[config.mk]
export PLATFORM = sky130hd
export DESIGN_NAME = tws_core
export DESIGN_NICKNAME = d
export VERILOG_FILES = /design/src/rtl/tws_core.v /design/src/rtl/tws_sync.v
export VERILOG_INCLUDE_DIRS = /design/src /design/src/rtl
export SDC_FILE = /design/constraint.sdc
export NUM_CORES = 1
export LEC_CHECK = 0
export ABC_AREA = 0
export ABC_CLOCK_PERIOD_IN_PS = 6900
export BUFFER_PORTS_ARGS = -buffer_cell sky130_fd_sc_hd__buf_4
export CAP_MARGIN = 20
export CORE_MARGIN = 3
export CORE_UTILIZATION = 54
export CTS_BUF_LIST = sky130_fd_sc_hd__clkbuf_8 sky130_fd_sc_hd__clkbuf_16
export DETAILED_ROUTE_END_ITERATION = 10
export HOLD_SLACK_MARGIN = 0.1
export PLACE_DENSITY = 0.73
export SLEW_MARGIN = 0
export SYNTH_ARGS = -nofsm -noshare
export SYNTH_HDL_FRONTEND = slang
export SYNTH_HIERARCHICAL = 1
export SYNTH_SLANG_ARGS = --single-unit
[constraint.sdc]
create_clock -name clk -period 6.9 [get_ports clk]
set_input_delay 1.38 -clock clk [delete_from_list [all_inputs] [get_ports clk]]
set_output_delay 1.38 -clock clk [all_outputs]
set_load 0.01 [all_outputs]
[src/rtl/tws_consts.vh]
// Register map, field positions, reset values and timing of the two-wire bus unit
`ifndef TWS_CONSTS_VH
`define TWS_CONSTS_VH
// ============================================================
// Register offsets (byte addresses)
`define TWS_A_CTL1     8'h00
`define TWS_A_DBUF     8'h04
`define TWS_A_OAR      8'h08
`define TWS_A_CTL2     8'h0C
`define TWS_A_CREG     8'h10
// ============================================================
// Field positions
`define TWS_F_BC_HI    7
`define TWS_F_BC_LO    5
`define TWS_B_ACK      4
`define TWS_F_SCK_HI   2
`define TWS_F_SCK_LO   0
`define TWS_F_SA_HI    7
`define TWS_F_SA_LO    1
`define TWS_B_ALS      0
`define TWS_B_MST      7
`define TWS_B_TRX      6
`define TWS_B_BB       5
`define TWS_B_PIN      4
`define TWS_F_MODE_HI  3
`define TWS_F_MODE_LO  2
`define TWS_B_SOFTWARE_RESET_BIT    0
// ============================================================
// Reset values
`define TWS_R_BC       3'h0
`define TWS_R_ACK      1'h0
`define TWS_R_SCK      3'h0
`define TWS_R_SA       7'h00
`define TWS_R_ALS      1'h0
`define TWS_R_DBUF     8'h00
`define TWS_R_MODE     2'h0
`define TWS_R_PIN      1'h1
// ============================================================
// Modes and timing
`define TWS_MODE_I2C   2'h2
`define TWS_GCALL      8'h00
`define TWS_HALF_MIN   10'h004
`endif

[src/rtl/tws_core.v]
// Two-wire bus master/slave controller with APB register access
//
// Behaviour
// [RQ1] Writing master, transmitter and busy set while bus free sends start plus byte.
// [RQ2] Software loads the byte and sets acknowledge mode before a start.
// [RQ3] Master, transmitter, pending set with busy cleared while busy starts a stop.
// [RQ4] Software keeps those bits unchanged until the stop appears on the bus.
// [RQ5] Busy flag sets on any start seen and clears on any stop seen.
// [RQ6] Master interrupts after the counted bits plus optional acknowledge clock.
// [RQ7] Slave interrupts on own address, general call, or word after a match.
// [RQ8] Interrupt clears pending flag; clock line held low while it is zero.
// [RQ9] Buffer access sets pending; clock released one low period later.
// [RQ10] Writing one sets pending; writing zero leaves it alone.
// [RQ11] Mode field value 10 selects two-wire operation; set with pins high.
// [RQ12] Transmitting master compares data line at clock rise; mismatch sets lost flag.
// [RQ13] A master that lost arbitration releases both lines.
// [RQ14] Lost arbitration clears master and transmitter, giving slave receiver.
// [RQ15] Buffer access or control-two write clears the lost flag.
// [RQ16] Address match flag sets on own address, general call or first free word.
// [RQ17] General call flag sets on all-zero first byte; start or stop clears it.
// [RQ18] Last received bit samples the data line at every clock rise.
// [RQ19] Software reset bit pulses an internal reset and reads back zero.
// [RQ20] Software initialises acknowledge, counts, rate, address, then slave receiver mode.
// [RQ21] Address launch interrupts at ninth fall; direction updates transmitter if acknowledged.
// [RQ22] Software rechecks bus free within 98.0 us of loading the address.
// [RQ23] Bit count forced to zero at each start, else kept.
// [RQ24] Master acknowledge clock: release data when sending, pull low when receiving.
// [RQ25] After any reset busy reads zero and neither line is driven.
`timescale 1ns/1ps
`include "tws_consts.vh"
module tws_core (
    input  wire        clk,
    input  wire        resetn,
    input  wire        psel,
    input  wire        penable,
    input  wire        pwrite,
    input  wire [7:0]  paddr,
    input  wire [31:0] pwdata,
    output reg  [31:0] prdata,
    output reg         pready,
    output reg         pslverr,
    input  wire        scl_in,
    output reg         scl_out,
    output reg         scl_oe,
    input  wire        sda_in,
    output reg         sda_out,
    output reg         sda_oe,
    output reg         bus_interrupt_request
);
    localparam [6:0] S_IDLE  = 7'h01;
    localparam [6:0] S_START = 7'h02;
    localparam [6:0] S_LOW   = 7'h04;
    localparam [6:0] S_HIGH  = 7'h08;
    localparam [6:0] S_STP1  = 7'h10;
    localparam [6:0] S_STP2  = 7'h20;
    localparam [6:0] S_STP3  = 7'h40;

    wire       rst_n;
    wire       core_rst_n;
    wire [1:0] lines;
    reg        srst;
    reg  [2:0] bit_count_field;
    reg        ack;
    reg  [2:0] sck;
    reg  [7:0] data_buffer;
    reg  [6:0] own_address_field;
    reg        address_recognition_disable;
    reg        master_select;
    reg        transmitter_select;
    reg        bus_busy_flag;
    reg        pin;
    reg  [1:0] operating_mode_field;
    reg        arbitration_lost_flag;
    reg        address_match_flag;
    reg        general_call_flag;
    reg        last_received_bit;
    reg        addressed;
    reg        first_word;
    reg  [3:0] bitn;
    reg        stop_req;
    reg        slv_hold;
    reg  [9:0] hcnt;
    reg  [6:0] state;
    reg  [9:0] cnt;
    reg        scl_p;
    reg        sda_p;
    reg        next_sda;
    reg  [7:0] rdv;

    // ============================================================
    // Reset and pin synchronisers
    tws_sync #(.W(1), .RV(1'b0)) u_rst (
        .clk   (clk),
        .rst_n (resetn),
        .d     (1'b1),
        .q     (rst_n)
    );

    // [RQ19] Software reset pulse
    assign core_rst_n = rst_n & ~srst;

    tws_sync #(.W(2), .RV(2'h3)) u_pins (
        .clk   (clk),
        .rst_n (rst_n),
        .d     ({scl_in, sda_in}),
        .q     (lines)
    );

    wire scl_s = lines[1];
    wire sda_s = lines[0];

    // ============================================================
    // Bus event decode
    // [RQ11] Active only in two-wire mode
    wire on       = (operating_mode_field == `TWS_MODE_I2C);
    wire scl_rise = on & scl_s & ~scl_p;
    wire scl_fall = on & ~scl_s & scl_p;
    wire st_det   = on & scl_s & scl_p & sda_p & ~sda_s;
    wire sp_det   = on & scl_s & scl_p & ~sda_p & sda_s;

    wire [3:0] dlen  = (bit_count_field == 3'h0) ? 4'h8 : {1'b0, bit_count_field};
    wire [3:0] wlen  = dlen + {3'h0, ack};
    wire [9:0] half  = `TWS_HALF_MIN << sck;
    wire [9:0] last  = half - 10'h001;
    wire       match = (data_buffer[7:1] == own_address_field) | (data_buffer == `TWS_GCALL);
    wire       ack_ok = master_select | (first_word ? (address_recognition_disable | match)
                                                    : (addressed | address_recognition_disable));

    // [RQ12] Mismatch on a transmitted one
    wire lose = scl_rise & bus_busy_flag & master_select & transmitter_select &
                (bitn < dlen) & ~sda_oe & ~sda_s;

    // ============================================================
    // APB decode
    wire acc    = psel & penable & pready;
    wire wr     = acc & pwrite;
    wire a_ctl1 = (paddr == `TWS_A_CTL1);
    wire a_dbuf = (paddr == `TWS_A_DBUF);
    wire a_oar  = (paddr == `TWS_A_OAR);
    wire a_ctl2 = (paddr == `TWS_A_CTL2);
    wire a_creg = (paddr == `TWS_A_CREG);
    wire hit    = a_ctl1 | a_dbuf | a_oar | a_ctl2 | a_creg;

    // [RQ1] Start command while bus free
    wire start_cmd = wr & a_ctl2 & ~bus_busy_flag & pwdata[`TWS_B_MST] &
                     pwdata[`TWS_B_TRX] & pwdata[`TWS_B_BB];
    // [RQ3] Stop command while bus busy
    wire stop_cmd  = wr & a_ctl2 & bus_busy_flag & pwdata[`TWS_B_MST] &
                     pwdata[`TWS_B_TRX] & pwdata[`TWS_B_PIN] & ~pwdata[`TWS_B_BB];

    always @* begin
        case (paddr)
            `TWS_A_CTL1: rdv = {bit_count_field, ack, 1'b0, sck};
            `TWS_A_DBUF: rdv = data_buffer;
            `TWS_A_OAR:  rdv = {own_address_field, address_recognition_disable};
            `TWS_A_CTL2: rdv = {master_select, transmitter_select, bus_busy_flag, pin,
                                arbitration_lost_flag, address_match_flag,
                                general_call_flag, last_received_bit};
            default:     rdv = 8'h00;
        endcase
    end

    // ============================================================
    // APB slave, one wait state
    always @(posedge clk or negedge rst_n) begin
        if (!rst_n) begin
            pready  <= 1'b0;
            prdata  <= 32'h00000000;
            pslverr <= 1'b0;
            srst    <= 1'b0;
        end else begin
            pready <= psel & penable & ~pready;
            pslverr <= 1'b0;
            if (psel & penable & ~pready) begin
                prdata  <= pwrite ? 32'h00000000 : {24'h000000, rdv};
                pslverr <= ~hit;
            end
            // [RQ19] Self-clearing reset bit
            srst <= wr & a_creg & pwdata[`TWS_B_SOFTWARE_RESET_BIT];
        end
    end

    // ============================================================
    // Drive level for the next bit
    always @* begin
        next_sda = 1'b0;
        if (bitn < dlen)
            next_sda = transmitter_select & ~data_buffer[7] &
                       (master_select | addressed | address_recognition_disable);
        // [RQ24] Acknowledge slot
        else if ((bitn == dlen) & ack)
            next_sda = ~transmitter_select & ack_ok;
    end

    // ============================================================
    // Master clock sequencer
    always @(posedge clk or negedge core_rst_n) begin
        if (!core_rst_n) begin
            state <= S_IDLE;
            cnt   <= 10'h000;
        // [RQ13] Lost master drops its clock
        end else if (~on | lose | (~master_select & (state == S_LOW))) begin
            state <= S_IDLE;
            cnt   <= 10'h000;
        end else begin
            case (state)
                S_IDLE: begin
                    // [RQ2] Buffer already loaded
                    if (start_cmd) begin
                        state <= S_START;
                        cnt   <= 10'h000;
                    end
                end
                S_START: begin
                    if (cnt == last) begin
                        state <= S_LOW;
                        cnt   <= 10'h000;
                    end else begin
                        cnt <= cnt + 10'h001;
                    end
                end
                S_LOW: begin
                    if (scl_s)
                        cnt <= 10'h000;
                    else if (cnt != last)
                        cnt <= cnt + 10'h001;
                    // [RQ9] Leave low only once hold ends
                    else if (pin & ~slv_hold) begin
                        state <= stop_req ? S_STP1 : S_HIGH;
                        cnt   <= 10'h000;
                    end
                end
                S_HIGH: begin
                    if (scl_s) begin
                        if (cnt == last) begin
                            state <= S_LOW;
                            cnt   <= 10'h000;
                        end else begin
                            cnt <= cnt + 10'h001;
                        end
                    end else if (cnt != 10'h000) begin
                        state <= S_LOW;
                        cnt   <= 10'h000;
                    end
                end
                S_STP1: begin
                    if (cnt == last) begin
                        state <= S_STP2;
                        cnt   <= 10'h000;
                    end else begin
                        cnt <= cnt + 10'h001;
                    end
                end
                S_STP2: begin
                    if (scl_s & (cnt == last)) begin
                        state <= S_STP3;
                        cnt   <= 10'h000;
                    end else if (scl_s) begin
                        cnt <= cnt + 10'h001;
                    end
                end
                S_STP3: begin
                    state <= S_IDLE;
                end
                default: begin
                    state <= S_IDLE;
                    cnt   <= 10'h000;
                end
            endcase
        end
    end

    // ============================================================
    // Registers, bit engine and status
    always @(posedge clk or negedge core_rst_n) begin
        if (!core_rst_n) begin
            bit_count_field             <= `TWS_R_BC;
            ack                         <= `TWS_R_ACK;
            sck                         <= `TWS_R_SCK;
            data_buffer                 <= `TWS_R_DBUF;
            own_address_field           <= `TWS_R_SA;
            address_recognition_disable <= `TWS_R_ALS;
            operating_mode_field        <= `TWS_R_MODE;
            master_select               <= 1'b0;
            transmitter_select          <= 1'b0;
            // [RQ25] Idle after reset
            bus_busy_flag               <= 1'b0;
            pin                         <= `TWS_R_PIN;
            arbitration_lost_flag       <= 1'b0;
            address_match_flag          <= 1'b0;
            general_call_flag           <= 1'b0;
            last_received_bit           <= 1'b0;
            addressed                   <= 1'b0;
            first_word                  <= 1'b0;
            bitn                        <= 4'h0;
            stop_req                    <= 1'b0;
            slv_hold                    <= 1'b0;
            hcnt                        <= 10'h000;
            scl_p                       <= 1'b1;
            sda_p                       <= 1'b1;
            scl_out                     <= 1'b0;
            sda_out                     <= 1'b0;
            scl_oe                      <= 1'b0;
            sda_oe                      <= 1'b0;
            bus_interrupt_request       <= 1'b0;
        end else begin
            scl_p                 <= scl_s;
            sda_p                 <= sda_s;
            scl_out               <= 1'b0;
            sda_out               <= 1'b0;
            bus_interrupt_request <= 1'b0;

            // Software writes
            if (wr & a_ctl1) begin
                bit_count_field <= pwdata[`TWS_F_BC_HI:`TWS_F_BC_LO];
                ack             <= pwdata[`TWS_B_ACK];
                sck             <= pwdata[`TWS_F_SCK_HI:`TWS_F_SCK_LO];
            end
            if (wr & a_oar) begin
                own_address_field           <= pwdata[`TWS_F_SA_HI:`TWS_F_SA_LO];
                address_recognition_disable <= pwdata[`TWS_B_ALS];
            end
            if (wr & a_ctl2) begin
                // [RQ15] Control-two write clears lost flag
                arbitration_lost_flag <= 1'b0;
                master_select         <= pwdata[`TWS_B_MST];
                transmitter_select    <= pwdata[`TWS_B_TRX];
                // [RQ11] Mode select
                operating_mode_field  <= pwdata[`TWS_F_MODE_HI:`TWS_F_MODE_LO];
                // [RQ10] Pending can only be set
                if (pwdata[`TWS_B_PIN])
                    pin <= 1'b1;
            end
            // [RQ3] Remember stop request
            if (stop_cmd)
                stop_req <= 1'b1;
            // [RQ9] Buffer access sets pending
            if (acc & a_dbuf) begin
                pin                   <= 1'b1;
                // [RQ15] Buffer access clears lost flag
                arbitration_lost_flag <= 1'b0;
                // [RQ16] Buffer access clears match
                address_match_flag    <= 1'b0;
                if (pwrite)
                    data_buffer <= pwdata[7:0];
            end

            // [RQ5] Busy on start
            if (st_det) begin
                bus_busy_flag     <= 1'b1;
                // [RQ23] Address byte always eight bits
                bit_count_field   <= 3'h0;
                // [RQ17] Start clears general call
                general_call_flag <= 1'b0;
                first_word        <= 1'b1;
                addressed         <= 1'b0;
                bitn              <= 4'h0;
            end
            // [RQ5] Idle on stop
            if (sp_det | ~on) begin
                bus_busy_flag      <= 1'b0;
                master_select      <= 1'b0;
                transmitter_select <= 1'b0;
                general_call_flag  <= 1'b0;
                addressed          <= 1'b0;
                first_word         <= 1'b0;
                bitn               <= 4'h0;
                stop_req           <= 1'b0;
            end

            // [RQ18] Sample line at every rise
            if (scl_rise)
                last_received_bit <= sda_s;
            if (scl_rise & bus_busy_flag & (bitn < wlen)) begin
                bitn <= bitn + 4'h1;
                if (bitn < dlen)
                    data_buffer <= {data_buffer[6:0], sda_s};
            end
            // [RQ14] Fall back to slave receiver
            if (lose) begin
                arbitration_lost_flag <= 1'b1;
                master_select         <= 1'b0;
                transmitter_select    <= 1'b0;
            end

            // Word end on the closing falling edge
            if (scl_fall & bus_busy_flag & (bitn == wlen)) begin
                bitn       <= 4'h0;
                first_word <= 1'b0;
                if (master_select) begin
                    // [RQ6] Master word done
                    pin                   <= 1'b0;
                    bus_interrupt_request <= 1'b1;
                    // [RQ21] Direction applied only when acknowledged
                    if (first_word & ack & ~last_received_bit)
                        transmitter_select <= ~data_buffer[0];
                end else if (first_word & ~address_recognition_disable) begin
                    // [RQ17] All-zero first byte
                    if (data_buffer == `TWS_GCALL)
                        general_call_flag <= 1'b1;
                    // [RQ7] Own address or general call
                    if (match) begin
                        addressed             <= 1'b1;
                        address_match_flag    <= 1'b1;
                        transmitter_select    <= data_buffer[0];
                        pin                   <= 1'b0;
                        bus_interrupt_request <= 1'b1;
                    end else if (arbitration_lost_flag) begin
                        pin                   <= 1'b0;
                        bus_interrupt_request <= 1'b1;
                    end
                end else if (addressed | address_recognition_disable | arbitration_lost_flag) begin
                    // [RQ16] First free-format word
                    if (first_word & address_recognition_disable)
                        address_match_flag <= 1'b1;
                    // [RQ7] Data word after match
                    pin                   <= 1'b0;
                    bus_interrupt_request <= 1'b1;
                end
            end

            // [RQ8] Hold clock while pending is zero
            if (~pin & on) begin
                slv_hold <= 1'b1;
                hcnt     <= 10'h000;
            // [RQ9] Release one low period after pending
            end else if (slv_hold) begin
                if (hcnt == last)
                    slv_hold <= 1'b0;
                else
                    hcnt <= hcnt + 10'h001;
            end

            // [RQ13] Clock drive ends with mastership
            scl_oe <= on & ~lose & (slv_hold | (state == S_LOW) | (state == S_STP1));

            // Data line drive
            if (~on | lose)
                sda_oe <= 1'b0;
            else if ((state == S_START) | (state == S_STP1) | (state == S_STP2))
                sda_oe <= 1'b1;
            else if ((state == S_STP3) | ~bus_busy_flag)
                sda_oe <= 1'b0;
            // [RQ1] Shift out the buffer
            else if (~scl_s)
                sda_oe <= next_sda;
        end
    end
endmodule // tws_core

[src/rtl/tws_sync.v]
// Two flip-flop synchroniser, one chain per bit
`timescale 1ns/1ps
module tws_sync #(
    parameter         W  = 1,
    parameter [W-1:0] RV = {W{1'b1}}
) (
    input  wire         clk,
    input  wire         rst_n,
    input  wire [W-1:0] d,
    output wire [W-1:0] q
);
    genvar i;
    // ============================================================
    // Per-bit chain
    generate
        for (i = 0; i < W; i = i + 1) begin : g_bit
            reg [1:0] st;
            always @(posedge clk or negedge rst_n) begin
                if (!rst_n)
                    st <= {RV[i], RV[i]};
                else
                    st <= {st[0], d[i]};
            end
            assign q[i] = st[1];
        end
    endgenerate
endmodule // tws_sync

# Yosys cells after proc, flatten, opt, wreduce, memory -nomap -nowiden
# Cells that the tools add are included.
[totals]
ff_bits = 114
latch_bits = 0
ramBits = 0
output_inout_bits = 39
mem_bits_ro = 0
memories = 0
word_cells = 283
inputBits = 47
[op_classes]
muxes = 103
n_shift = 1
n_div = 0
magnitude_cmp = 2
n_addsub = 5
eq_ne = 30
mul = 0
n_reduce_logical = 16
bitwise = 91
[ops]
columns = ["cell", "count"]
rows = [
  ["2-to-1 mux 10 bit", 13],
  ["2-to-1 mux 7 bit", 10],
  ["2-to-1 mux 1 bit", 64],
  ["one-hot mux 10 bit (6 select lines)", 1],
  ["bitwise AND 1 bit", 52],
  ["one-hot mux 7 bit (6 select lines)", 1],
  ["2-to-1 mux 8 bit", 5],
  ["one-hot mux 8 bit (4 select lines)", 1],
  ["adder 10 x 1 -> 10 bit, second input constant", 2],
  ["== test 10 bit", 2],
  ["2-to-1 mux 4 bit", 5],
  ["NOT 1 bit", 20],
  ["OR 1 bit", 19],
  ["== test 8 x 4 -> 1 bit, second input constant", 2],
  ["zero test 8 bit", 2],
  ["!= test 3 bit, second input constant", 5],
  ["!= test 10 bit", 1],
  ["nonzero test 10 bit", 1],
  ["<< shifter 3 x 3 -> 10 bit, first input constant", 1],
  ["subtractor 10 x 1 -> 10 bit, second input constant", 1],
  ["nonzero test 3 bit", 3],
  ["== test 4 bit", 2],
  ["== test 8 x 3 -> 1 bit, second input constant", 1],
  ["== test 8 x 5 -> 1 bit, second input constant", 1],
  ["other kinds (26)", 33],
]

# Longest topological paths before layout
# Gate-level depths: netlist of run 1.
[logic_depth]
ltp_word = 14
ltp_mapped = 14
depth_no_buf = 11

# By module
# The synthesis of run 1 kept the hierarchy.
[modules_own_cells]
columns = ["module", "cells_each", "n_inst", "seq_area_each_um2", "area_per_inst_um2"]
rows = [
  ["tws_core", 597, 1, 2107.0, 5510.3],
  ["tws_sync at u_pins", 6, 1, 105.1, 120.1],
  ["tws_sync at u_rst", 2, 1, 50.0, 50.0],
]

# Least setup slack after synthesis of run 1
# OpenSTA, ideal clock, no wires.
[synth_path]
path_kind = "input -> register"
startpoint = "in paddr[1]"
endpoint = "reg cnt[9]"
required_time_ns = 6.774
n_path_buf = 1
path_slack_ns = 3.482
stages = 8
t_arrival_ns = 3.292
setup_ns = 0.126
cell_sequence = "or4_4 > nor3_4 > a21oi_1 > nor3b_2 > o41ai_2 > nor2b_1 > buf_2 > a221o_1"
[synth_via]
elab_chain_cells = 8
[synth_lines]
columns = ["element", "line_no", "source"]
rows = [
  ["start, declared", "tws_core.v:37", "input wire [7:0] paddr,"],
  ["== test 8 x 4 -> 1 bit", "-", ""],
  ["bitwise AND 1 bit (5 in a row)", "tws_core.v:145", "wire start_cmd = wr & a_ctl2 & ~bus_busy_flag & pwdata[`TWS_B_MST] &"],
  ["!= test 3 bit (no line)", "-", ""],
  ["AND reduction 5 bit (no line)", "-", ""],
  ["end signal, assigned", "tws_core.v:219", "cnt <= cnt + 10'h001;"],
  ["end signal, assigned", "tws_core.v:226", "cnt <= cnt + 10'h001;"],
  ["end signal, assigned", "tws_core.v:239", "cnt <= cnt + 10'h001;"],
  ["end, declared", "tws_core.v:84", "reg [9:0] cnt;"],
]
# No other way between the ends.
# A chain may end at the register's enable or synchronous reset.

# Worst setup path after layout of run 1
[layout_path]
startpoint = "reg sck[2]"
endpoint = "reg cnt[9]"
[layout_via]
elab_chain_cells = 7
word_cells_on_any_way = 15
cone_classes = "add/sub (1); eq/ne (4); shift (1); mux (7); bitwise (1); reduce/logical (1)"
[layout_lines]
columns = ["element", "line_no", "source"]
rows = [
  ["start, declared", "tws_core.v:64", "reg [2:0] sck;"],
  ["start signal, assigned", "tws_core.v:279", "sck <= `TWS_R_SCK;"],
  ["start signal, assigned", "tws_core.v:317", "sck <= pwdata[`TWS_F_SCK_HI:`TWS_F_SCK_LO];"],
  ["<< shifter 3 x 3 -> 10 bit (no line) (*)", "-", ""],
  ["subtractor 10 x 1 -> 10 bit (*)", "tws_core.v:124", "wire [9:0] last = half - 10'h001;"],
  ["== test 10 bit or != test 10 bit (tied branches)", "-", ""],
  ["bitwise AND 1 bit (tied with other cells)", "tws_core.v:255", "if (scl_s & (cnt == last)) begin"],
  ["2-to-1 mux 10 bit (on tied branches)", "tws_core.v:255, tws_core.v:223, tws_core.v:234", ""],
  ["one-hot mux 10 bit (6 select lines)", "tws_core.v:206", "case (state)"],
  ["2-to-1 mux 10 bit", "tws_core.v:202", "end else if (~on | lose | (~master_select & (state == S_LOW))) begin"],
  ["end signal, assigned", "tws_core.v:219", ""],
  ["end signal, assigned", "tws_core.v:251", "cnt <= cnt + 10'h001;"],
  ["end signal, assigned", "tws_core.v:259", "cnt <= cnt + 10'h001;"],
]
# Mark *: on every way between the ends. The rest lies on a longest branch, timed or not.

==> results of run 1 <==
worst register-to-register path, stage by stage (launching register included):
cell and delay (ns):
sky130_fd_sc_hd__dfrtp_1 0.85, sky130_fd_sc_hd__nor2_1 0.19, sky130_fd_sc_hd__nand2_1 0.12, sky130_fd_sc_hd__ha_1 0.30
sky130_fd_sc_hd__inv_1 0.15, sky130_fd_sc_hd__o311a_1 0.39, sky130_fd_sc_hd__xor2_1 0.18, sky130_fd_sc_hd__nand4_1 0.28
sky130_fd_sc_hd__o41ai_2 0.95, sky130_fd_sc_hd__nor2b_1 0.64, sky130_fd_sc_hd__a221o_1 0.25
power groups by stage:
stage / combinational (W) / clock [W] / sequential (W)
after floorplan: 0.0000430 / 0 / 0.000546
after global placement: 0.0000511 / 0 / 0.000549
after detailed placement: 0.0000525 / 0 / 0.000549
after CTS: 0.0000526 / 0.000393 / 0.000539
after global routing: 0.0000581 / 0.000414 / 0.000541
final: 0.0000525 / 0.000386 / 0.000539
synthesized netlist by cell type, types with 6 or more instances:
library cell	number	area, um^2
sky130_fd_sc_hd__nor2_1	40	150.1
sky130_fd_sc_hd__dfstp_2	8	210.2
sky130_fd_sc_hd__ha_1	15	187.7
sky130_fd_sc_hd__clkbuf_1	12	45.04
sky130_fd_sc_hd__nand2_1	60	225.2
sky130_fd_sc_hd__and3_1	9	56.30
sky130_fd_sc_hd__nand2b_1	8	50.05
sky130_fd_sc_hd__xor2_1	11	96.34
sky130_fd_sc_hd__o21ai_0	37	185.2
sky130_fd_sc_hd__nor2b_1	12	75.07
sky130_fd_sc_hd__nand4_1	11	68.82
sky130_fd_sc_hd__and3b_1	6	52.55
sky130_fd_sc_hd__inv_1	31	116.4
sky130_fd_sc_hd__a211o_1	7	61.31
sky130_fd_sc_hd__buf_2	6	30.03
sky130_fd_sc_hd__or3_1	10	62.56
sky130_fd_sc_hd__mux4_2	8	180.2
sky130_fd_sc_hd__mux2i_1	10	100.1
sky130_fd_sc_hd__a21oi_1	27	135.1
sky130_fd_sc_hd__mux2_2	13	146.4
sky130_fd_sc_hd__buf_4	33	247.7
sky130_fd_sc_hd__nor4_1	7	43.79
sky130_fd_sc_hd__nand3_1	20	100.1
sky130_fd_sc_hd__nor3_1	14	70.07
sky130_fd_sc_hd__dfrtp_1	82	2052
sky130_fd_sc_hd__xnor2_1	13	113.9
routing by layer:
metal  vias up  GRT usage  part of all wire
met1      2274     0.3365              0.46
met3        16    0.03881             0.051
met2       141     0.3658              0.48
met4         0    0.07574             0.016
met5         -          0                 0
li1       2175          -                 -
flip-flops by register name, indices dropped and copies added, names as in the netlist, 2 cells and up:
signal and cells:
state 7, sck 3, u_rst/g_bit.st 2, cnt 10, data_buffer 8, bitn 4
u_pins/g_bit.st 4, prdata 8, operating_mode_field 2, hcnt 10, bit_count_field 3, own_address_field 7
metrics by stage:
stage               std cells  total power [W]  hold WS, ns  area, um^2  worst slack, ns
floorplan                 630        0.0005890       0.1892        5774            1.714
global placement          744        0.0006003       0.2604        5869            2.762
detailed placement        744        0.0006020       0.2772        5869            2.607
CTS                       760        0.0009852       0.2743        6076            2.549
global route              762         0.001013       0.3055        6086            2.206
finish                    762        0.0009781       0.2646        6086            2.546
cell families after synthesis:
group | Yosys count
adder cells (fa/ha/maj) | 15
buffers and inverters | 86
AND/OR/NAND/NOR | 241
multiplexers | 31
XOR/XNOR | 24
flip-flops | 90
AO/OA/AOI/OAI | 116
other | 2
area by class of cell:
cell class / count / area, um^2 / area share
flip-flops and latches: 90 / 2262 / 0.3717
inverters: 31 / 116.4 / 0.01912
clock inverters: 7 / 82.58 / 0.01357
repair buffers: 38 / 280.3 / 0.04605
clock buffers: 9 / 123.9 / 0.02035
well taps: 133 / 166.4 / 0.02734
multi-input cells: 454 / 3054 / 0.5019
worst max-delay path by stage:
| stage | endpoint |
|---|---|
| 6_report | cnt[9]$_DFFE_PN0P_ |
| 5_1_grt | cnt[9]$_DFFE_PN0P_ |
| 4_1_cts | cnt[9]$_DFFE_PN0P_ |
| 3_5_place_dp | cnt[9]$_DFFE_PN0P_ |
| 3_3_place_gp | cnt[9]$_DFFE_PN0P_ |
| 2_1_floorplan | ack$_DFFE_PN0P_ |
==> flow_summary.rst, run 1 <==
.. list-table::
   :header-rows: 1

   * - Metric
     - Value
   * - Post-synthesis share of cell area spent on full adders, half adders and majority gates
     - 0.03304
   * - Synthesis Warnings
     - 6
   * - Pin slew with the least headroom to its limit
     - 1.006 ns
   * - Cell row count
     - 36
   * - Count of pins over their slew limit
     - 0
   * - Cell-internal power
     - 0.0007251 W
   * - CTS H-tree depth
     - 3
   * - Parity-gate share of the synthesized area counting xor and xnor cells
     - 0.03700
   * - Clock transition at the register clock pins on the worst setup and hold paths after CTS
     - 0.10 ns
   * - Fraction of the core area covered by cells at the end of the flow
     - 0.6086
   * - HPWL reported at the end of detailed placement
     - 9708 um
   * - Maximum net fanout on the critical path
     - 25
   * - Setup repair after global routing missed its margin
     - false
   * - Area grow syn2layout
     - 7.137%
   * - DRT iter0 DRCs
     - 410
   * - Global-route wire length before repair
     - 21760 um
   * - Leakage Power
     - 2.782 nW
   * - Fraction of layout instances using a drive strength above 1
     - 0.1574
   * - Die Wd
     - 108.6 um
   * - Arrival time of data at the critical path endpoint
     - 4.67 ns
   * - Result of the run
     - complete, no violations
   * - Clock Tree Root
     - sky130_fd_sc_hd__clkbuf_8
   * - Seq cells post-synth
     - 90
   * - Vias in the first global route
     - 4296
   * - Tcrit/Tclk final
     - 0.6310
   * - Sequential Power Share
     - 0.551
   * - Reg2reg path depth
     - 10
   * - Count of unique library cells instantiated by Yosys
     - 72
   * - Count of flip-flops with a built-in enable after synthesis
     - 0
   * - Most instantiated flip-flop cell in the synthesis netlist
     - sky130_fd_sc_hd__dfrtp_1
   * - Clock tree skew after final layout
     - 0.01505 ns
   * - Combinational group share of total power
     - 0.054
   * - Total via count after detailed routing
     - 4606
   * - Global routing usage summed across all routing layers
     - 0.2353
   * - Core area
     - 0.01000 mm^2
   * - Combinational family with the most area after synthesis
     - simple AND/OR/NAND/NOR gates
   * - Proportion of synthesized area in mux cells
     - 0.07511
   * - Post-Route WL
     - 13340 um
   * - Post-synthesis share of cell area spent on and, or, nand and nor gates
     - 0.2374
   * - Total overflow reported by the global router
     - 0
   * - Drc violations
     - 0
   * - Worst hold-check path type
     - reg2async
   * - Max VDD drop
     - 0.0001226 V
   * - Sink count of the clock tree
     - 90
   * - Post-synthesis area per instance
     - 9.389 um^2
   * - Setup slack of the worst register-to-register path
     - 2.55 ns
   * - Weighted congestion reported at the end of routability-driven placement
     - 0.8866
   * - Net count, final
     - 686
   * - CTS tree
     - built
   * - Net switching power
     - 0.0002530 W
   * - Post-CTS setup-driven buffer insertion count
     - 0
   * - Count of antenna-violating nets left after detailed routing
     - 0
   * - Final setup TNS
     - 0 ns
   * - Leading cell types in the layout, fill and taps excluded
     - 82 x sky130_fd_sc_hd__dfrtp_1, 60 x sky130_fd_sc_hd__nand2_1, 40 x sky130_fd_sc_hd__nor2_1, 37 x sky130_fd_sc_hd__o21ai_0, 36 x sky130_fd_sc_hd__buf_4
   * - Routed wire length per instance
     - 17.51 um
   * - Max-Slew Margin vs Limit
     - 0.3219
   * - Hold-fix buffer count after cts
     - 0
   * - Power density over the cells
     - 160.7 mW/mm^2
   * - Critical Path Start Type
     - flip-flop
   * - Number of iterations in the first detailed-routing pass
     - 5
   * - Number of instances in the synthesized netlist
     - 605
   * - Min Tclk post-route
     - 4.354 ns
   * - Clock Power Share
     - 0.395
   * - WP depth
     - 10
   * - Die Footprint
     - 0.01179 mm^2
   * - Count of buffers from port buffering
     - 35
   * - Detail-routed via count per cell
     - 6.045
   * - Worst-skew pair later-pin latency
     - 0.38 ns
   * - Max Freq
     - 229.7 MHz
   * - Count of cells resized by post-cts repair
     - 0
   * - Crit. End Element
     - flip-flop
   * - Number of hold-slack violations in the final timing report
     - 0
   * - Worst path top cell family by delay
     - compound AO/OA/AOI/OAI gates
   * - Fill count
     - 868
   * - FF-to-FF End
     - cnt[9]$_DFFE_PN0P_
   * - Switching Fraction
     - 0.2586
   * - Number of maximum-capacitance constraint violations
     - 0
   * - Launch point of the critical path
     - sck[2]$_DFFE_PN0P_
   * - Post-synthesis compound-gate area fraction
     - 0.1359
   * - Proportion of register bits with asynchronous set or reset after synthesis
     - 1.000
   * - Worst path cell trace
     - nor2_1, nand2_1, ha_1, inv_1, o311a_1, xor2_1, nand4_1, o41ai_2, nor2b_1, a221o_1
   * - Antenna violations before repair
     - 0
   * - Initial Util
     - 0.5681
   * - Number of placed I/O pins
     - 86
   * - Buffers plus inverters on the worst setup path
     - 1
   * - Part of the Yosys area used for sequential elements
     - 0.3982
   * - CP max stage delay
     - 0.94 ns
   * - Largest net degree at the start of global routing
     - 74
   * - Critical Path RT
     - 7.22 ns
   * - Final number of setup-violating endpoints
     - 0
   * - Antenna diode count
     - 0
   * - Number of buffers created by CTS
     - 9
   * - Worst-case clock buffer depth
     - 2
   * - Critical-path cell with the highest stage delay
     - sky130_fd_sc_hd__o41ai_2
   * - Reg2Reg Launch Point
     - sck[2]$_DFFE_PN0P_
   * - Most common cell after layout, fill and taps aside
     - sky130_fd_sc_hd__dfrtp_1
   * - Synthesized area
     - 0.005680 mm^2
   * - Category of the most critical setup path
     - reg2reg
   * - Vert. Die Dim
     - 108.6 um
No activity file was read; power rests on OpenSTA's default activity.
==> run 2, diff against run 1 <==
--- a/config.mk
+++ b/config.mk
@@ -6,16 +6,16 @@
 export SDC_FILE = /design/constraint.sdc
 export NUM_CORES = 1
 export LEC_CHECK = 0
-export ABC_AREA = 0
-export ABC_CLOCK_PERIOD_IN_PS = 6900
+export ABC_AREA = 1
+export ABC_CLOCK_PERIOD_IN_PS = 3900
 export BUFFER_PORTS_ARGS = -buffer_cell sky130_fd_sc_hd__buf_4
 export CAP_MARGIN = 20
 export CORE_MARGIN = 3
-export CORE_UTILIZATION = 54
+export CORE_UTILIZATION = 52
 export CTS_BUF_LIST = sky130_fd_sc_hd__clkbuf_8 sky130_fd_sc_hd__clkbuf_16
 export DETAILED_ROUTE_END_ITERATION = 10
 export HOLD_SLACK_MARGIN = 0.1
-export PLACE_DENSITY = 0.73
+export PLACE_DENSITY = 0.74
 export SLEW_MARGIN = 0
 export SYNTH_ARGS = -nofsm -noshare
 export SYNTH_HDL_FRONTEND = slang
==> constraint.sdc (replaced) <==
create_clock -name clk -period 3.9 [get_ports clk]
set_input_delay 0.78 -clock clk [delete_from_list [all_inputs] [get_ports clk]]
set_output_delay 0.78 -clock clk [all_outputs]
set_load 0.01 [all_outputs]
==> flow_summary.rst, run 2 <==
.. list-table::
   :header-rows: 1

   * - Metric
     - Value
   * - Maximum net fanout on the critical path
     - 12
   * - Total via count after detailed routing
     - 5258
   * - Most common cell after layout, fill and taps aside
     - sky130_fd_sc_hd__nand2_1
   * - Net count, final
     - 870
   * - Arrival time of data at the critical path endpoint
     - 3.00 ns
   * - Crit. End Element
     - flip-flop
   * - Setup repair after global routing missed its margin
     - false
   * - Clock transition at the register clock pins on the worst setup and hold paths after CTS
     - 0.09 ns
   * - Die Footprint
     - 0.01239 mm^2
   * - Reg2Reg Launch Point
     - sck[2]$_DFFE_PN0P_
   * - Worst-case clock buffer depth
     - 2
   * - Largest net degree at the start of global routing
     - 53
   * - Worst hold-check path type
     - in2async
   * - Largest registers in the final layout
     - cnt x10, hcnt x10
   * - Core area
     - 0.01056 mm^2
   * - Drc violations
     - 0
   * - Global-route wire length before repair
     - 24110 um
   * - Critical Path Start Type
     - flip-flop
   * - Area of all placed cells without fillers
     - 0.006218 mm^2
   * - Clock Tree Root
     - sky130_fd_sc_hd__clkbuf_8
   * - Post-CTS setup-driven buffer insertion count
     - 0
   * - Library cell with the largest summed area after synthesis
     - sky130_fd_sc_hd__dfrtp_1
   * - Weighted congestion reported at the end of routability-driven placement
     - 0.9638
   * - Area grow syn2layout
     - 7.809%
   * - Total overflow reported by the global router
     - 0
   * - CTS tree
     - built
   * - Seq cells post-synth
     - 90
   * - Area after detailed placement
     - 0.006041 mm^2
   * - Pin slew with the least headroom to its limit
     - 0.7169 ns
   * - Detail-routed via count per cell
     - 5.541
   * - Leading cell types by total area after synthesis
     - sky130_fd_sc_hd__dfrtp_1 36%, sky130_fd_sc_hd__nand2_1 9.5%, sky130_fd_sc_hd__inv_1 7.4%
   * - Clock tree skew after final layout
     - 0.006638 ns
   * - Part of the Yosys area used for sequential elements
     - 0.3922
   * - Count of buffers from port buffering
     - 35
   * - Number of buffers created by CTS
     - 9
   * - CTS H-tree depth
     - 3
   * - Result of the run
     - complete, no violations
   * - Count of pins over their slew limit
     - 0
   * - Portion of synthesized cell area occupied by the leading cell type
     - 0.3557
   * - Max VDD drop
     - 0.0002049 V
   * - Hold-fix buffer count after cts
     - 0
   * - Proportion of register bits with asynchronous set or reset after synthesis
     - 1.000
   * - Synth top cells by count
     - 146 x sky130_fd_sc_hd__nand2_1, 113 x sky130_fd_sc_hd__inv_1, 82 x sky130_fd_sc_hd__dfrtp_1
   * - Synthesis Warnings
     - 6
   * - Number of instances in the synthesized netlist
     - 776
   * - Antenna diode count
     - 0
   * - Count of unique library cells instantiated by Yosys
     - 48
   * - DRT iter0 DRCs
     - 481
   * - Initial Util
     - 0.5465
   * - Max-Slew Margin vs Limit
     - 0.5203
   * - Critical Path RT
     - 4.16 ns
   * - Vert. Die Dim
     - 111.3 um
   * - Final setup TNS
     - 0 ns
   * - Count of cells resized by post-cts repair
     - 0
   * - Global routing usage summed across all routing layers
     - 0.2360
   * - Leading cell types in the layout, fill and taps excluded
     - 146 x sky130_fd_sc_hd__nand2_1, 114 x sky130_fd_sc_hd__inv_1, 82 x sky130_fd_sc_hd__dfrtp_1, 80 x sky130_fd_sc_hd__nor2_1, 57 x sky130_fd_sc_hd__o21ai_0
   * - Leakage Power
     - 3.044 nW
   * - Min Tclk post-route
     - 2.736 ns
   * - Number of placed I/O pins
     - 86
   * - Reg2reg path depth
     - 15
   * - Launch point of the critical path
     - sck[2]$_DFFE_PN0P_
   * - Category of the most critical setup path
     - reg2reg
   * - FF-to-FF End
     - hcnt[4]$_DFFE_PN0P_
   * - Antenna violations before repair
     - 0
   * - Power density over the cells
     - 300.9 mW/mm^2
   * - Most instantiated flip-flop cell in the synthesis netlist
     - sky130_fd_sc_hd__dfrtp_1
   * - Post-Route WL
     - 14200 um
   * - Cell with the most instances after synthesis
     - sky130_fd_sc_hd__nand2_1
   * - Max Freq
     - 365.5 MHz
   * - Count of antenna-violating nets left after detailed routing
     - 0
   * - Number of maximum-capacitance constraint violations
     - 0
   * - Total chip power
     - 0.001871 W
   * - Synthesized area
     - 0.005768 mm^2
   * - Number of hold-slack violations in the final timing report
     - 0
   * - HPWL reported at the end of detailed placement
     - 11130 um
   * - Cell row count
     - 37
   * - Routed wire length per instance
     - 14.96 um
   * - Setup slack of the worst register-to-register path
     - 1.16 ns
   * - Number of iterations in the first detailed-routing pass
     - 5
   * - Tcrit/Tclk final
     - 0.7015
   * - Count of flip-flops with a built-in enable after synthesis
     - 0
   * - Final number of setup-violating endpoints
     - 0
   * - Vias in the first global route
     - 5135
   * - Worst-skew pair later-pin latency
     - 0.37 ns
   * - Fraction of layout instances using a drive strength above 1
     - 0.1242
   * - Post-synthesis area per instance
     - 7.433 um^2
   * - Die Wd
     - 111.3 um
   * - Sink count of the clock tree
     - 90
run 2: cell types whose count changed in the layout (fill, tap and decap cells not counted), moves of 10 or more:
| cell | before | now |
|---|---|---|
| sky130_fd_sc_hd__nand2_1 | 60 | 146 |
| sky130_fd_sc_hd__inv_1 | 31 | 114 |
| sky130_fd_sc_hd__nor2_1 | 40 | 80 |
| sky130_fd_sc_hd__nand3_1 | 20 | 55 |
| sky130_fd_sc_hd__o21ai_0 | 37 | 57 |
| sky130_fd_sc_hd__mux2_2 | 13 | 0 |
| sky130_fd_sc_hd__nand2_2 | 0 | 11 |
| sky130_fd_sc_hd__nor2_2 | 0 | 11 |
| sky130_fd_sc_hd__nor2b_1 | 11 | 0 |
| sky130_fd_sc_hd__mux2i_1 | 10 | 0 |
| sky130_fd_sc_hd__or3_1 | 10 | 0 |
run 2: cells by family after synthesis:
family                   share of synthesized area
AO/OA/AOI/OAI                               0.1312
XOR/XNOR                                   0.03189
adder cells (fa/ha/maj)                    0.03254
buffers and inverters                       0.1299
flip-flops                                  0.3922
other                                     0.001302
AND/OR/NAND/NOR                             0.2809
run 2: final cells by class:
type                            instances  area [um^2]
Clock buffer                            9        123.9
Multi-Input combinational cell        548         2858
Tap cell                              136        170.2
Clock inverter                          7        53.80
Inverter                              122        460.4
Sequential cell                        90         2262
Fill cell                             986         4337
Timing Repair Buffer                   37        290.3
run 2: worst max-delay path by stage:
| stage | to | slack, ns | cells after the start |
|---|---|---|---|
| final | hcnt[4]$_DFFE_PN0P_ | 1.16 | 15 |
| after global routing | cnt[7]$_DFFE_PN0P_ | 0.85 | 16 |
| after CTS | hcnt[4]$_DFFE_PN0P_ | 1.17 | 15 |
| after detailed placement | hcnt[4]$_DFFE_PN0P_ | 1.19 | 15 |
| after global placement | cnt[3]$_DFFE_PN0P_ | 1.24 | 11 |
| after floorplan | ack$_DFFE_PN0P_ | 0.66 | 2 |
run 2: where the power goes:
group          internal (W)  leakage (nW)  total [W]  switching, W
clock              0.000237        0.0880   0.000600      0.000363
combinational     0.0000816          1.82   0.000240      0.000158
sequential         0.000982          1.13    0.00103     0.0000494
total               0.00130          3.04    0.00187      0.000570
run 2: routing by layer:
layer	vias to the layer above	global-route usage	wire length, um
met4	0	0.1062	489
li1	2540	-	-
met1	2475	0.3060	6099
met2	199	0.3945	6862
met3	44	0.03166	743
met5	-	0	0
run 2: worst max-delay path: stages, from the launching register on:
cell                      delay, ns
sky130_fd_sc_hd__dfrtp_1       0.50
sky130_fd_sc_hd__inv_4         0.17
sky130_fd_sc_hd__nand2_2       0.10
sky130_fd_sc_hd__ha_1          0.36
sky130_fd_sc_hd__a21oi_1       0.14
sky130_fd_sc_hd__nand2_1       0.06
sky130_fd_sc_hd__nor3_1        0.18
sky130_fd_sc_hd__nand3_1       0.10
sky130_fd_sc_hd__nor2_1        0.09
sky130_fd_sc_hd__nand2_1       0.08
sky130_fd_sc_hd__nand2_1       0.15
sky130_fd_sc_hd__nand2_1       0.29
sky130_fd_sc_hd__inv_1         0.21
sky130_fd_sc_hd__nor2_1        0.06
sky130_fd_sc_hd__nor2_1        0.09
sky130_fd_sc_hd__nor2_1        0.05
run 2: per-stage QoR:
stage | worst slack [ns] | util | instances | hold WS, ns
6_report | 1.164 | 0.5891 | 949 | 0.1724
5_1_grt | 0.8501 | 0.5891 | 949 | 0.1529
4_1_cts | 1.165 | 0.5891 | 949 | 0.1537
3_3_place_gp | 1.241 | 0.5723 | 933 | 0.2519
3_5_place_dp | 1.188 | 0.5723 | 933 | 0.2693
2_1_floorplan | 0.6601 | - | 801 | 0.1922
==> run 3, diff against run 2 <==
--- a/config.mk
+++ b/config.mk
@@ -7,15 +7,15 @@
 export NUM_CORES = 1
 export LEC_CHECK = 0
 export ABC_AREA = 1
-export ABC_CLOCK_PERIOD_IN_PS = 3900
+export ABC_CLOCK_PERIOD_IN_PS = 2750
 export BUFFER_PORTS_ARGS = -buffer_cell sky130_fd_sc_hd__buf_4
 export CAP_MARGIN = 20
 export CORE_MARGIN = 3
-export CORE_UTILIZATION = 52
+export CORE_UTILIZATION = 54
 export CTS_BUF_LIST = sky130_fd_sc_hd__clkbuf_8 sky130_fd_sc_hd__clkbuf_16
 export DETAILED_ROUTE_END_ITERATION = 10
 export HOLD_SLACK_MARGIN = 0.1
-export PLACE_DENSITY = 0.74
+export PLACE_DENSITY = 0.73
 export SLEW_MARGIN = 0
 export SYNTH_ARGS = -nofsm -noshare
 export SYNTH_HDL_FRONTEND = slang
==> constraint.sdc (replaced) <==
create_clock -name clk -period 2.75 [get_ports clk]
set_input_delay 0.55 -clock clk [delete_from_list [all_inputs] [get_ports clk]]
set_output_delay 0.55 -clock clk [all_outputs]
set_load 0.01 [all_outputs]
==> flow_summary.rst, run 3 (same netlist as run 2, synthesis figures left out) <==
.. list-table::
   :header-rows: 1

   * - Metric
     - Value
   * - Result of the run
     - complete, no violations
   * - Cell row count
     - 37
   * - Clock tree skew after final layout
     - 0.01220 ns
   * - Power density over the cells
     - 428.9 mW/mm^2
   * - Max VDD drop
     - 0.0004322 V
   * - Global routing usage summed across all routing layers
     - 0.2493
   * - Number of buffers created by CTS
     - 9
   * - Area after detailed placement
     - 0.006093 mm^2
   * - Vias in the first global route
     - 4888
   * - # placed instances
     - 940
   * - Critical Path Start Type
     - flip-flop
   * - Tcrit/Tclk final
     - 0.9090
   * - Fill count
     - 953
   * - Worst Slack Setup Final
     - 0.2502 ns
   * - Net count, final
     - 880
   * - Weighted congestion reported at the end of routability-driven placement
     - 0.9272
   * - Min Tclk post-route
     - 2.500 ns
   * - Final number of setup-violating endpoints
     - 0
   * - Total chip power
     - 0.002727 W
   * - Worst-case setup slack after placement
     - -0.02115 ns
   * - Antenna violations before repair
     - 0
   * - Count of antenna-violating nets left after detailed routing
     - 0
   * - Pin slew with the least headroom to its limit
     - 0.6126 ns
   * - Area grow syn2layout
     - 10.22%
   * - Global-route wire length before repair
     - 23470 um
   * - Leading cell types in the layout, fill and taps excluded
     - 143 x sky130_fd_sc_hd__nand2_1, 113 x sky130_fd_sc_hd__inv_1, 81 x sky130_fd_sc_hd__dfrtp_1, 80 x sky130_fd_sc_hd__nor2_1, 56 x sky130_fd_sc_hd__o21ai_0
   * - Leakage Power
     - 3.124 nW
   * - Number of maximum-capacitance constraint violations
     - 0
   * - Category of the most critical setup path
     - reg2reg
   * - Critical Path RT
     - 3.02 ns
   * - Max Freq
     - 400.0 MHz
   * - Die Footprint
     - 0.01196 mm^2
   * - DRT iter0 DRCs
     - 414
   * - Area of all placed cells without fillers
     - 0.006357 mm^2
   * - Worst-case clock buffer depth
     - 2
   * - Routed wire length per instance
     - 14.85 um
   * - Die Wd
     - 109.4 um
   * - Count of pins over their slew limit
     - 0
   * - Worst-skew pair later-pin latency
     - 0.37 ns
   * - Post-Route WL
     - 14240 um
   * - Number of iterations in the first detailed-routing pass
     - 5
   * - Total via count after detailed routing
     - 5260
   * - Vert. Die Dim
     - 109.4 um
   * - Number of placed I/O pins
     - 86
   * - Initial Util
     - 0.5562
   * - Max-Slew Margin vs Limit
     - 0.5879
   * - CTS tree
     - built
   * - Drc violations
     - 0
   * - Largest net degree at the start of global routing
     - 74
   * - Worst hold-check path type
     - reg2async
   * - Largest registers in the final layout
     - cnt x10, hcnt x10
   * - Number of hold-slack violations in the final timing report
     - 0
   * - Crit. End Element
     - flip-flop
   * - Setup slack of the worst register-to-register path
     - 0.25 ns
   * - Core area
     - 0.01037 mm^2
   * - Detail-routed via count per cell
     - 5.485
   * - CTS H-tree depth
     - 3
   * - HPWL reported at the end of detailed placement
     - 10830 um
   * - Post-Layout Cell Count
     - 959
   * - Count of buffers from port buffering
     - 35
   * - Sink count of the clock tree
     - 90
   * - Final setup TNS
     - 0 ns
   * - Maximum net fanout on the critical path
     - 11
   * - Fraction of layout instances using a drive strength above 1
     - 0.1446
   * - Clock Tree Root
     - sky130_fd_sc_hd__clkbuf_8
   * - Most common cell after layout, fill and taps aside
     - sky130_fd_sc_hd__nand2_1
   * - Total overflow reported by the global router
     - 0
   * - Arrival time of data at the critical path endpoint
     - 2.77 ns
   * - Clock transition at the register clock pins on the worst setup and hold paths after CTS
     - 0.10 ns
   * - Antenna diode count
     - 0
-- run 3: metal layers --
layer  routed length (um)  up-vias  track usage
li1                     -     2575            -
met1                 6519     2440       0.3588
met2                 6444      214       0.3745
met3                  937       31      0.04345
met4                  337        0      0.09884
met5                    0        -            0
-- run 3: final cells by class --
| cell class | count | area (um^2) | share of cell area |
|---|---|---|---|
| clock inverters | 7 | 67.56 | 0.01063 |
| repair buffers | 46 | 360.3 | 0.05668 |
| well taps | 136 | 170.2 | 0.02677 |
| multi-input cells | 549 | 2909 | 0.4576 |
| clock buffers | 9 | 123.9 | 0.01948 |
| inverters | 122 | 462.9 | 0.07282 |
| flip-flops and latches | 90 | 2263 | 0.3560 |
-- run 3: critical path: stages, from the launching register on --
cell	delay (ns)
sky130_fd_sc_hd__dfrtp_1	0.43
sky130_fd_sc_hd__inv_1	0.14
sky130_fd_sc_hd__nand3_1	0.13
sky130_fd_sc_hd__ha_1	0.31
sky130_fd_sc_hd__nand2_1	0.09
sky130_fd_sc_hd__inv_1	0.06
sky130_fd_sc_hd__a21oi_2	0.19
sky130_fd_sc_hd__nand2_2	0.13
sky130_fd_sc_hd__nand3_2	0.17
sky130_fd_sc_hd__inv_4	0.10
sky130_fd_sc_hd__nand2_1	0.07
sky130_fd_sc_hd__o21ai_1	0.10
sky130_fd_sc_hd__nor2_2	0.18
sky130_fd_sc_hd__nand2_1	0.12
sky130_fd_sc_hd__a21oi_1	0.14
sky130_fd_sc_hd__nor2_1	0.06
-- run 3: what timing repair did --
| item | 4_1_cts | 5_1_grt |
|---|---|---|
| resized for setup | 1 | 11 |
| endpoints found under the hold margin | 2 | 0 |
| setup buffers | 0 | 1 |
| endpoints found under the setup margin | 7 | 22 |
| pin swaps | 0 | 0 |
| hold buffers | 1 | 0 |
| cloned | 0 | 1 |
-- run 3: power by group --
part           internal [W]  leakage (nW)  switching, W
sequential          0.00139          1.13     0.0000655
clock              0.000421         0.104      0.000503
combinational      0.000119          1.89      0.000226
total               0.00193          3.12      0.000794
-- run 3: final timing paths --
kind / endpoint / start / cells after the start
setup / recovery: cnt[7]$_DFFE_PN0P_ / bit_count_field[2]$_DFFE_PN0P_ / 15
hold / removal: prdata[2]$_DFFE_PN0P_ / u_rst/g_bit[0].st[1]$_DFF_PN0_ / 0
setup reg to reg: cnt[7]$_DFFE_PN0P_ / bit_count_field[2]$_DFFE_PN0P_ / 15
hold reg to reg: prdata[2]$_DFFE_PN0P_ / u_rst/g_bit[0].st[1]$_DFF_PN0_ / 0
max in group asynchronous: pin$_DFF_PN1_ / u_rst/g_bit[0].st[1]$_DFF_PN0_ / 3
min in group clk: u_pins/g_bit[0].st[0]$_DFF_PN1_ / sda_in / 1
-- run 3: per-stage QoR --
| step | utilization | hold slack, ns |
|---|---|---|
| floorplan | - | 0.1922 |
| global placement | 0.5876 | 0.2572 |
| detailed placement | 0.5876 | 0.2691 |
| CTS | 0.6073 | 0.2679 |
| global route | 0.6131 | 0.2678 |
| finish | 0.6131 | 0.2523 |
